## src/logic/nv_ctrl_defines.svh

```systemverilog
// Constants for the host-side store/recall controller of a byte-wide nonvolatile SRAM.
// Assumes a 40 MHz system clock and a 13-bit device address.
`ifndef NV_CTRL_DEFINES_SVH
`define NV_CTRL_DEFINES_SVH

// ---------------------------------------------------------------
// Unlock sequence addresses
// ---------------------------------------------------------------
`define NV_SEQ_A1 13'h0000
`define NV_SEQ_A2 13'h1555
`define NV_SEQ_A3 13'h0aaa
`define NV_SEQ_A4 13'h1fff
`define NV_SEQ_A5 13'h10f0
`define NV_SEQ_STORE 13'h0f0f
`define NV_SEQ_RECALL 13'h0f0e

// ---------------------------------------------------------------
// Timing, in nanoseconds and in 25 ns clock cycles
// ---------------------------------------------------------------
`define NV_CLK_NS 25
// Chip-enable low time per unlock read, nanoseconds.
`define NV_CE_LOW_NS 50
`define NV_CE_LOW_CYC ((`NV_CE_LOW_NS + `NV_CLK_NS - 1) / `NV_CLK_NS)
// Chip-enable high time between reads, nanoseconds.
`define NV_CE_HIGH_NS 50
`define NV_CE_HIGH_CYC ((`NV_CE_HIGH_NS + `NV_CLK_NS - 1) / `NV_CLK_NS)
// Store cycle time, nanoseconds (10 ms).
`define NV_STORE_NS 10000000
`define NV_STORE_CYC ((`NV_STORE_NS + `NV_CLK_NS - 1) / `NV_CLK_NS)
// Software recall cycle time, nanoseconds (20 us).
`define NV_RECALL_NS 20000
`define NV_RECALL_CYC ((`NV_RECALL_NS + `NV_CLK_NS - 1) / `NV_CLK_NS)
// Power-up recall duration, nanoseconds (650 us).
`define NV_RESTORE_NS 650000
`define NV_RESTORE_CYC ((`NV_RESTORE_NS + `NV_CLK_NS - 1) / `NV_CLK_NS)

`endif

```

## src/logic/nv_ctrl_pkg.sv

```systemverilog
// Types shared by the nonvolatile SRAM store/recall controller.
// Assumes nothing beyond the defines header.
package nv_ctrl_pkg;

   // ---------------------------------------------------------------
   // Controller states, Gray coded along the usual path except ST_CE_LOW to ST_WAIT
   // ---------------------------------------------------------------
   typedef enum logic [2:0] {
      ST_IDLE = 3'h0,
      ST_CE_LOW = 3'h1,
      ST_CE_HIGH = 3'h3,
      ST_WAIT = 3'h2,
      ST_PWRUP = 3'h6
   } nv_state_e;

   // Strobes and address driven to the memory, all active-low strobes.
   typedef struct packed {
      logic ce_n;
      logic oe_n;
      logic we_n;
      logic [12:0] addr;
   } mem_pins_s;

endpackage : nv_ctrl_pkg

```

## src/logic/nv_sync.sv

```systemverilog
// Three-stage input synchroniser with agreement filter.
// Assumes the input comes from outside the clk_sys_in domain.
`timescale 1ns/1ps
module nv_sync (
   input wire logic clk_sys_in,
   input wire logic rst_n_in,
   input wire logic async_in,
   input wire logic init_in,
   output logic level_out
);

   // ---------------------------------------------------------------
   // Synchroniser chain and filtered level
   // ---------------------------------------------------------------
   logic s1_q;   // First stage, read only by the second.
   logic s2_q;   // Second stage.
   logic s3_q;   // Third stage.
   logic lvl_q;  // Accepted level.
   wire agree = (s2_q == s3_q);

   // The level changes only once stages two and three agree.
   always_ff @(posedge clk_sys_in or negedge rst_n_in) begin
      if (!rst_n_in) begin
         s1_q <= 1'b0;
         s2_q <= 1'b0;
         s3_q <= 1'b0;
         lvl_q <= 1'b0;
      end else begin
         s1_q <= async_in;
         s2_q <= s1_q;
         s3_q <= s2_q;
         lvl_q <= agree ? s3_q : lvl_q;
      end
   end

   // Unused init kept low in all uses; level comes from flops.
   assign level_out = lvl_q | (init_in & 1'b0);

endmodule : nv_sync

```

## src/logic/nv_host_ctrl.sv

```systemverilog
// Host-side controller that issues software store and recall to a nonvolatile SRAM.
// Assumes the memory sits on the pins below and that supply sensing arrives as a pin.
//
// How it works
// - Host keeps write strobe high at recall end.
// - Store reads 0000,?,?,1FFF,10F0 in order.
// - Host never interleaves other accesses.
// - Sequence is reads only, output enable free.
// - Recall reads end at 0F0E.
// - Each step is a chip-enable read.
// - Write strobe high while chip enabled.
`timescale 1ns/1ps
`include "nv_ctrl_defines.svh"
module nv_host_ctrl
   import nv_ctrl_pkg::*;
#(
   parameter int unsigned STORE_CYC = `NV_STORE_CYC,
   parameter int unsigned RECALL_CYC = `NV_RECALL_CYC,
   parameter int unsigned RESTORE_CYC = `NV_RESTORE_CYC
) (
   input wire logic clk_sys_in,
   input wire logic rst_n_in,
   input wire logic store_req_in,
   input wire logic recall_req_in,
   input wire logic supply_ok_in,
   output logic busy_out,
   output logic done_out,
   output logic refused_out,
   output logic mem_ce_n_out,
   output logic mem_oe_n_out,
   output logic mem_we_n_out,
   output logic [12:0] mem_addr_out
);

   // ---------------------------------------------------------------
   // Parameter checks
   // ---------------------------------------------------------------
   localparam int unsigned CNT_W = 24;
   initial begin
      if (STORE_CYC < 1 || RECALL_CYC < 1 || RESTORE_CYC < 1 ||
          STORE_CYC >= (1 << CNT_W) || RECALL_CYC >= (1 << CNT_W) ||
          RESTORE_CYC >= (1 << CNT_W)) begin
         $error("nv_host_ctrl: wait counts out of range");
      end
   end

   // ---------------------------------------------------------------
   // Supply sense synchroniser
   // ---------------------------------------------------------------
   logic supply_ok;  // Filtered supply-good level.
   nv_sync u_sync (
      .clk_sys_in(clk_sys_in),
      .rst_n_in(rst_n_in),
      .async_in(supply_ok_in),
      .init_in(1'b0),
      .level_out(supply_ok)
   );

   // ---------------------------------------------------------------
   // State and datapath registers
   // ---------------------------------------------------------------
   nv_state_e state_q, state_d;
   logic [2:0] step_q, step_d;          // Unlock step index, 0..5.
   logic [CNT_W-1:0] cnt_q, cnt_d;      // Phase timer.
   logic is_store_q, is_store_d;        // Store rather than recall.
   logic supply_prev_q;                 // Supply level last cycle.
   mem_pins_s pins_q, pins_d;           // Registered memory strobes.
   logic done_q, done_d;
   logic refused_q, refused_d;

   // Address of one unlock step; the last step picks store or recall.
   function automatic logic [12:0] seq_addr(input logic [2:0] idx, input logic store);
      case (idx)
         3'h0: seq_addr = `NV_SEQ_A1;
         3'h1: seq_addr = `NV_SEQ_A2;
         3'h2: seq_addr = `NV_SEQ_A3;
         3'h3: seq_addr = `NV_SEQ_A4;
         3'h4: seq_addr = `NV_SEQ_A5;
         default: seq_addr = store ? `NV_SEQ_STORE : `NV_SEQ_RECALL;
      endcase
   endfunction : seq_addr

   // ---------------------------------------------------------------
   // Decoding
   // ---------------------------------------------------------------
   wire supply_rise = supply_ok & ~supply_prev_q;
   wire store_ok = store_req_in & supply_ok;
   wire store_blocked = store_req_in & ~supply_ok;
   wire start_any = store_ok | recall_req_in;
   wire cnt_zero = (cnt_q == '0);
   wire last_step = (step_q == 3'h5);
   wire [CNT_W-1:0] wait_len = is_store_q ? CNT_W'(STORE_CYC - 1) : CNT_W'(RECALL_CYC - 1);
   wire [CNT_W-1:0] ce_low_len = CNT_W'(`NV_CE_LOW_CYC - 1);
   wire [CNT_W-1:0] ce_high_len = CNT_W'(`NV_CE_HIGH_CYC - 1);

   // ---------------------------------------------------------------
   // Next-state logic
   // ---------------------------------------------------------------
   always_comb begin
      state_d = state_q;
      step_d = step_q;
      cnt_d = cnt_zero ? cnt_q : cnt_q - 1'b1;
      is_store_d = is_store_q;
      done_d = 1'b0;
      refused_d = 1'b0;
      // Idle pins: deselected, write high, output enable high.
      pins_d.ce_n = 1'b1;
      pins_d.oe_n = 1'b1;
      pins_d.we_n = 1'b1;
      pins_d.addr = pins_q.addr;
      case (state_q)
         ST_IDLE: begin
            if (supply_rise) begin
               state_d = ST_PWRUP;
               cnt_d = CNT_W'(RESTORE_CYC - 1);
            end else if (start_any & supply_ok) begin
               state_d = ST_CE_LOW;
               step_d = 3'h0;
               is_store_d = store_ok;
               cnt_d = ce_low_len;
               pins_d.ce_n = 1'b0;
               pins_d.addr = seq_addr(3'h0, store_ok);
            end else begin
               refused_d = store_blocked;
            end
         end
         ST_CE_LOW: begin
            pins_d.ce_n = 1'b0;
            pins_d.oe_n = 1'b0;
            if (!supply_ok) begin
               state_d = ST_IDLE;
               pins_d.ce_n = 1'b1;
               // Output enable is released with chip enable, so it never stands alone.
               pins_d.oe_n = 1'b1;
               refused_d = 1'b1;
            end else if (cnt_zero) begin
               pins_d.ce_n = 1'b1;
               pins_d.oe_n = 1'b1;
               cnt_d = last_step ? wait_len : ce_high_len;
               state_d = last_step ? ST_WAIT : ST_CE_HIGH;
            end
         end
         ST_CE_HIGH: begin
            if (cnt_zero) begin
               step_d = step_q + 3'h1;
               pins_d.addr = seq_addr(step_q + 3'h1, is_store_q);
               pins_d.ce_n = 1'b0;
               cnt_d = ce_low_len;
               state_d = ST_CE_LOW;
            end
         end
         ST_WAIT: begin
            if (cnt_zero) begin
               state_d = ST_IDLE;
               done_d = 1'b1;
            end
         end
         ST_PWRUP: begin
            if (cnt_zero) begin
               state_d = ST_IDLE;
            end
         end
         default: begin
            state_d = ST_IDLE;
         end
      endcase
   end

   // ---------------------------------------------------------------
   // Registers
   // ---------------------------------------------------------------
   // strobes reset inactive
   always_ff @(posedge clk_sys_in or negedge rst_n_in) begin
      if (!rst_n_in) begin
         state_q <= ST_IDLE;
         step_q <= 3'h0;
         cnt_q <= '0;
         is_store_q <= 1'b0;
         supply_prev_q <= 1'b0;
         pins_q <= '{ce_n: 1'b1, oe_n: 1'b1, we_n: 1'b1, addr: 13'h0000};
         done_q <= 1'b0;
         refused_q <= 1'b0;
      end else begin
         state_q <= state_d;
         step_q <= step_d;
         cnt_q <= cnt_d;
         is_store_q <= is_store_d;
         supply_prev_q <= supply_ok;
         pins_q <= pins_d;
         done_q <= done_d;
         refused_q <= refused_d;
      end
   end

   // ---------------------------------------------------------------
   // Outputs
   // ---------------------------------------------------------------
   assign busy_out = (state_q != ST_IDLE);
   assign done_out = done_q;
   assign refused_out = refused_q;
   assign mem_ce_n_out = pins_q.ce_n;
   assign mem_oe_n_out = pins_q.oe_n;
   assign mem_we_n_out = pins_q.we_n;
   assign mem_addr_out = pins_q.addr;

endmodule : nv_host_ctrl

```

## config.mk

```make
export PLATFORM = sky130hd
export DESIGN_NAME = nv_host_ctrl
export DESIGN_NICKNAME = d
export VERILOG_FILES = /design/src/logic/nv_ctrl_pkg.sv /design/src/logic/nv_sync.sv /design/src/logic/nv_host_ctrl.sv
export VERILOG_INCLUDE_DIRS = /design/src /design/src/logic
export SDC_FILE = /design/constraint.sdc
export NUM_CORES = 1
export LEC_CHECK = 0
export BUFFER_PORTS_ARGS = -buffer_cell sky130_fd_sc_hd__buf_4
export CAP_MARGIN = 20
export CORE_MARGIN = 2
export CORE_UTILIZATION = 45
export DETAILED_ROUTE_END_ITERATION = 8
export SLEW_MARGIN = 30
export SYNTH_ARGS = -nofsm -noshare
export SYNTH_HDL_FRONTEND = slang
export SYNTH_SLANG_ARGS = --single-unit
```

## constraint.sdc

```tcl
create_clock -name clk_sys_in -period 2.8 [get_ports clk_sys_in]
set_clock_uncertainty 0.1 [all_clocks]
set_input_delay 0.42 -clock clk_sys_in [delete_from_list [all_inputs] [get_ports clk_sys_in]]
set_output_delay 0.42 -clock clk_sys_in [all_outputs]
set_load 0.02 [all_outputs]
```

==> results of run 1 <==
how the worst min path moves through the flow:
stage | to | cells past startpoint | slack [ps]
2_1_floorplan | cnt_q[0] | 0 | 20
5_1_grt | cnt_q[4] | 1 | 50
3_5_place_dp | u_sync.s2_q | 0 | 240
6_report | cnt_q[4] | 1 | 3
3_3_place_gp | u_sync.s2_q | 0 | 240
4_1_cts | cnt_q[0] | 1 | 30
state kept, by name (all words and copies together) (netlist names), 3 cells and up:
register and cells:
cnt_q 24, mem_addr_out 5, state_q 3, step_q 3
cell families (layout without fill, tap and decap cells):
family	after synthesis	count (layout)	share of synthesized area
AOI/OAI and AO/OA	75	75	0.1896
xor gates and xnor gates	14	14	0.04658
adders and majority gates	9	9	0.04183
and+or+nand+nor	103	103	0.2286
DFF	45	45	0.4287
buffers and inverters	26	57	0.05323
muxes	2	2	0.009979
other	1	1	0.001424
worst max-delay path, stage by stage (launching register included):
cell,delay (ps)
dfrtp_1,430
inv_1,90
ha_1,160
or3b_2,500
or2_1,340
or4_4,530
a21oi_2,220
a21oi_1,70
through the flow:
step / std cells / hold slack [ps] / instance area (um^2) / utilization / setup slack [ps]
global route: 378 / 52.12 / 3062 / 0.5493 / 112.0
floorplan: 275 / 24.41 / 2633 / - / 319.4
CTS: 378 / 34.86 / 3062 / 0.5493 / 228.9
global placement: 370 / 242.5 / 2924 / 0.5246 / 280.3
detailed placement: 370 / 243.4 / 2924 / 0.5246 / 244.6
finish: 378 / 2.953 / 3062 / 0.5493 / 218.3
cell usage after synthesis (3+ instances only):
cell,instances
dfrtp_1,43
nor2_1,24
a21oi_1,23
o21ai_0,14
nand2_1,13
xnor2_1,10
buf_4,9
nand3_1,9
clkbuf_1,8
ha_1,8
inv_1,6
nand4_1,6
nor2b_1,6
nor3_1,6
a22o_1,5
a31oi_1,5
or3_1,5
nor4_1,4
xor2_1,4
and2_1,3
and3_1,3
nand2b_1,3
nand3b_1,3
nor3b_1,3
or4_1,3
per-layer routing:
metal | track usage | wire length [um] | vias up
met3 | 0.03820 | 237 | 7
met2 | 0.3425 | 3061 | 50
li1 | - | - | 1064
met4 | 0.08814 | 92 | 0
met5 | 0 | 0 | -
met1 | 0.2836 | 2906 | 1050
cell type report:
type,instances,area share
timing repair buffer,42,0.1030
inverter,7,0.008582
multi-input combinational,204,0.4454
tap,72,0.02942
clock buffer,5,0.02248
clock inverter,3,0.02248
sequential,45,0.3686
power by group:
| part | total (W) | internal, W | switching (W) |
|---|---|---|---|
| Combinational | 0.000970 | 0.000433 | 0.000537 |
| Sequential | 0.00101 | 0.000817 | 0.000195 |
| Clock | 0.000602 | 0.000359 | 0.000243 |
| Total | 0.00258 | 0.00161 | 0.000975 |
==> run metrics, run 1 <==
ant diodes 0; Synth Area per Inst 9.573 um^2; Period minus WS final 2582 ps; Max Fclk between 0.3 and 0.4 GHz; CP Class reg -> reg; worst reg-to-reg setup slack 220 ps; worst r2r src cnt_q[0]; post-synth net total 288; DR vias 2171; number of synthesized flops with an enable pin 0; Die Wd 80.49 um; top cell type by total area after synthesis dfrtp_1; worst skew pair latency 310 ps; pin count of the biggest net entering global routing 46; GRT Residual Overflow 0; final wirelength 6297 um; Hold Violations, Final 0; clock-pin slew on the worst setup and hold paths 90 ps; Multi-input gate area 0.001364 mm^2; post_cts resized 0; commonest non-fill, non-tap cell in the layout dfrtp_1; placer congestion estimate slightly below 0.9; IO buf count 22; H-tree Lvls 2; peak supply drop 0.0003435 V; Cell Rows 27; top_reg_cell synth dfrtp_1; final setup fails 0; MaxCap Viol Count 0; Routed wire per std cell 16.66 um; Area Growth Syn to Fin 16.30%; R2R depth 7; maximum buffer depth of the clock tree 2; nets@finish 318; Tot Pwr 0.002585 W; Rel. slew slack 0.6133; vias in the first global route 2106; CP required approximately 2900 ps; first-pass GRT wire length 10480 um; WP data arrival 2670 ps; RSZ-0062 raised after global routing false; CP startpoint kind flip-flop; Critical path origin cnt_q[0]; Die Y approximately 80 um; synth top area cells dfrtp_1 41%, a21oi_1 4.4%, ha_1 3.8%; Netlist cell types 63; first-pass iteration count of the detailed router 4; Final Cycle Share 0.9220; Fillers 506; DR DRC count 0; worst-margin pin slew slightly below 600 ps; CTS tree built; most frequent cells in the layout 43 x dfrtp_1, 42 x buf_4, 24 x nor2_1, 23 x a21oi_1, 14 x o21ai_0; Antenna Nets Post-Route 0; cell count after synthesis between 200 and 300; gr usage total 0.2134; Yosys Warn Count 0; Initial Util 0.4723; Via density around 5.7; Ports 24; Reg-to-Reg End cnt_q[14]; CORE AREA around 0.0056 mm^2; clk root buf clkbuf_8; synthesis-stage register bit count 45; CTS Sinks 45; status complete, no violations; Worst Setup EP cnt_q[14]; Setup crit end kind flip-flop; Post-synth ARST share 1.000; setup TNS 0 ps; post-synth top area share 0.4087; TritonCTS Buffers 5; leak pwr ~1.3 nW; pwr/cell area 844.2 mW/mm^2; Hold Crit Class in -> async; Hold-fix buffers, CTS 0; Mapped Area 0.002633 mm^2; Max FO, Critical Path 6; initial DRC count 116; register area share after synthesis 0.4287; Reg area 0.001129 mm^2; postcts setup bufs 0; initial antenna violation count 0; Die Area about 0.0065 mm^2; Slew Viols, Final 0; Post-DP HPWL 4607 um; layout cells sized above 1 0.2222
Note: power is estimated with default switching activity, not from simulation.
==> run 2: changes to the inputs <==
--- a/config.mk
+++ b/config.mk
@@ -9,8 +9,10 @@
 export BUFFER_PORTS_ARGS = -buffer_cell sky130_fd_sc_hd__buf_4
 export CAP_MARGIN = 20
 export CORE_MARGIN = 2
-export CORE_UTILIZATION = 45
+export CORE_UTILIZATION = 50
 export DETAILED_ROUTE_END_ITERATION = 8
+export GPL_ROUTABILITY_DRIVEN = 0
+export PLACE_DENSITY = 0.69
 export SLEW_MARGIN = 30
 export SYNTH_ARGS = -nofsm -noshare
 export SYNTH_HDL_FRONTEND = slang
==> run metrics, run 2 (synthesis results as in run 1) <==
setup TNS 0 ps; Hold Crit Class in -> async; status complete, no violations; RSZ-0062 raised after global routing false; DR vias 2150; Antenna Nets Post-Route 0; layout cells sized above 1 0.2171; Rel. slew slack 0.5672; Reg-to-Reg End cnt_q[10]; slowest stage cell, crit path or4_4; final wirelength around 5900 um; pin count of the biggest net entering global routing 46; ant diodes 0; most frequent cells in the layout 43 x dfrtp_1, 40 x buf_4, 24 x nor2_1, 23 x a21oi_1, 14 x o21ai_0; commonest non-fill, non-tap cell in the layout dfrtp_1; nets@finish 316; post_cts resized 0; postcts setup bufs 0; Hold Violations, Final 0; MaxCap Viol Count 0; final core utilization 0.5926; clock-pin slew on the worst setup and hold paths 90 ps; Max Fclk 0.3864 GHz; CTS tree built; cells along the critical path inv_1, ha_1, or3b_2, or2_1, or4_4, a21oi_2, a21oi_1; GRT Residual Overflow 0; max reg flops 24; Setup WS post-layout 212.0 ps; Setup crit end kind flip-flop; worst r2r src cnt_q[1]; Die Y 76.56 um; first-pass GRT wire length 10030 um; Ports 24; final setup fails 0; DR DRC count 0; leak pwr 1.296 nW; CP required 2870 ps; maximum buffer depth of the clock tree 2; worst-margin pin slew 647.8 ps; Cell Rows 26; H-tree Lvls 2; final instance area 0.003027 mm^2; Via density 5.749; CORE AREA just over 0.005 mm^2; clk root buf clkbuf_8; worst reg-to-reg setup slack ~210 ps; CTS Sinks 45; Routed wire per std cell about 16 um; Initial Util 0.5154; CP Class reg -> reg; Hold-fix buffers, CTS 0; gr usage total 0.2122; worst path bufs/invs 1; R2R depth 7; vias in the first global route 2088; WP data arrival about 2700 ps; first-pass iteration count of the detailed router 4; Area Growth Syn to Fin 14.97%; pwr/cell area approximately 800 mW/mm^2; Post-DP Area 0.002907 mm^2; Post-DP HPWL between 4000 and 5000 um; Worst path top cell family by delay simple AND/OR/NAND/NOR gates; TritonCTS Buffers 5; CP max stage delay approximately 530 ps; initial antenna violation count 0; Die Wd 76.56 um; final hold slack 9.761 ps; Max FO, Critical Path 6; peak supply drop 0.0003902 V; Period minus WS final 2588 ps; worst skew pair latency roughly 300 ps; IO buf count 22; Reg with most FFs cnt_q; Place WS 248.5 ps; Slew Viols, Final 0; CP startpoint kind flip-flop; initial DRC count roughly 160; Final Cycle Share 0.9243; Die Area roughly 0.0059 mm^2
## run 2: cell count changes in the layout (fill, tap and decap cells not counted)
cell        delta
clkinvlp_4     +1
buf_4          -2
clkbuf_8       +1
inv_6          -1
bufinv_16      -1
## run 2: worst reg2reg max path, cell delays in order (launching register included)
cell     delay [ps]
dfrtp_1         440
inv_1           100
ha_1            150
or3b_2          500
or2_1           340
or4_4           530
a21oi_2         230
a21oi_1          70
## run 2: how the worst max path moves through the flow
stage,startpoint,slack [ps],endpoint,cells past startpoint
6_report,cnt_q[1],210,cnt_q[10],7
5_1_grt,cnt_q[1],100,cnt_q[2],7
4_1_cts,cnt_q[1],230,cnt_q[10],7
3_5_place_dp,cnt_q[1],250,cnt_q[10],7
3_3_place_gp,cnt_q[0],290,cnt_q[7],7
2_1_floorplan,cnt_q[0],320,step_q[0],8
## run 2: metrics by stage
step           instances  total power (W)
2_1_floorplan        275         0.001697
3_5_place_dp         366         0.001978
5_1_grt              374         0.002660
3_3_place_gp         366         0.001966
4_1_cts              374         0.002494
6_report             374         0.002491
## run 2: area by class of cell
type,count,area (um^2)
Inverter,7,26.28
Timing Repair Buffer,40,300.3
Sequential cell,45,1129
Multi-Input combinational cell,204,1364
Clock inverter,2,37.54
Fill cell,459,2081
Clock buffer,6,82.58
Tap cell,70,87.58
## run 2: per-layer routing
layer,routed length [um],GRT usage
met5,0,0
met4,65,0.05091
met3,238,0.03318
met2,2844,0.3584
met1,2711,0.2870
## run 2: power breakdown
part | switching (W) | total [W] | internal, W
logic | 0.000530 | 0.000962 | 0.000433
registers | 0.000193 | 0.00101 | 0.000817
clock network | 0.000228 | 0.000518 | 0.000290
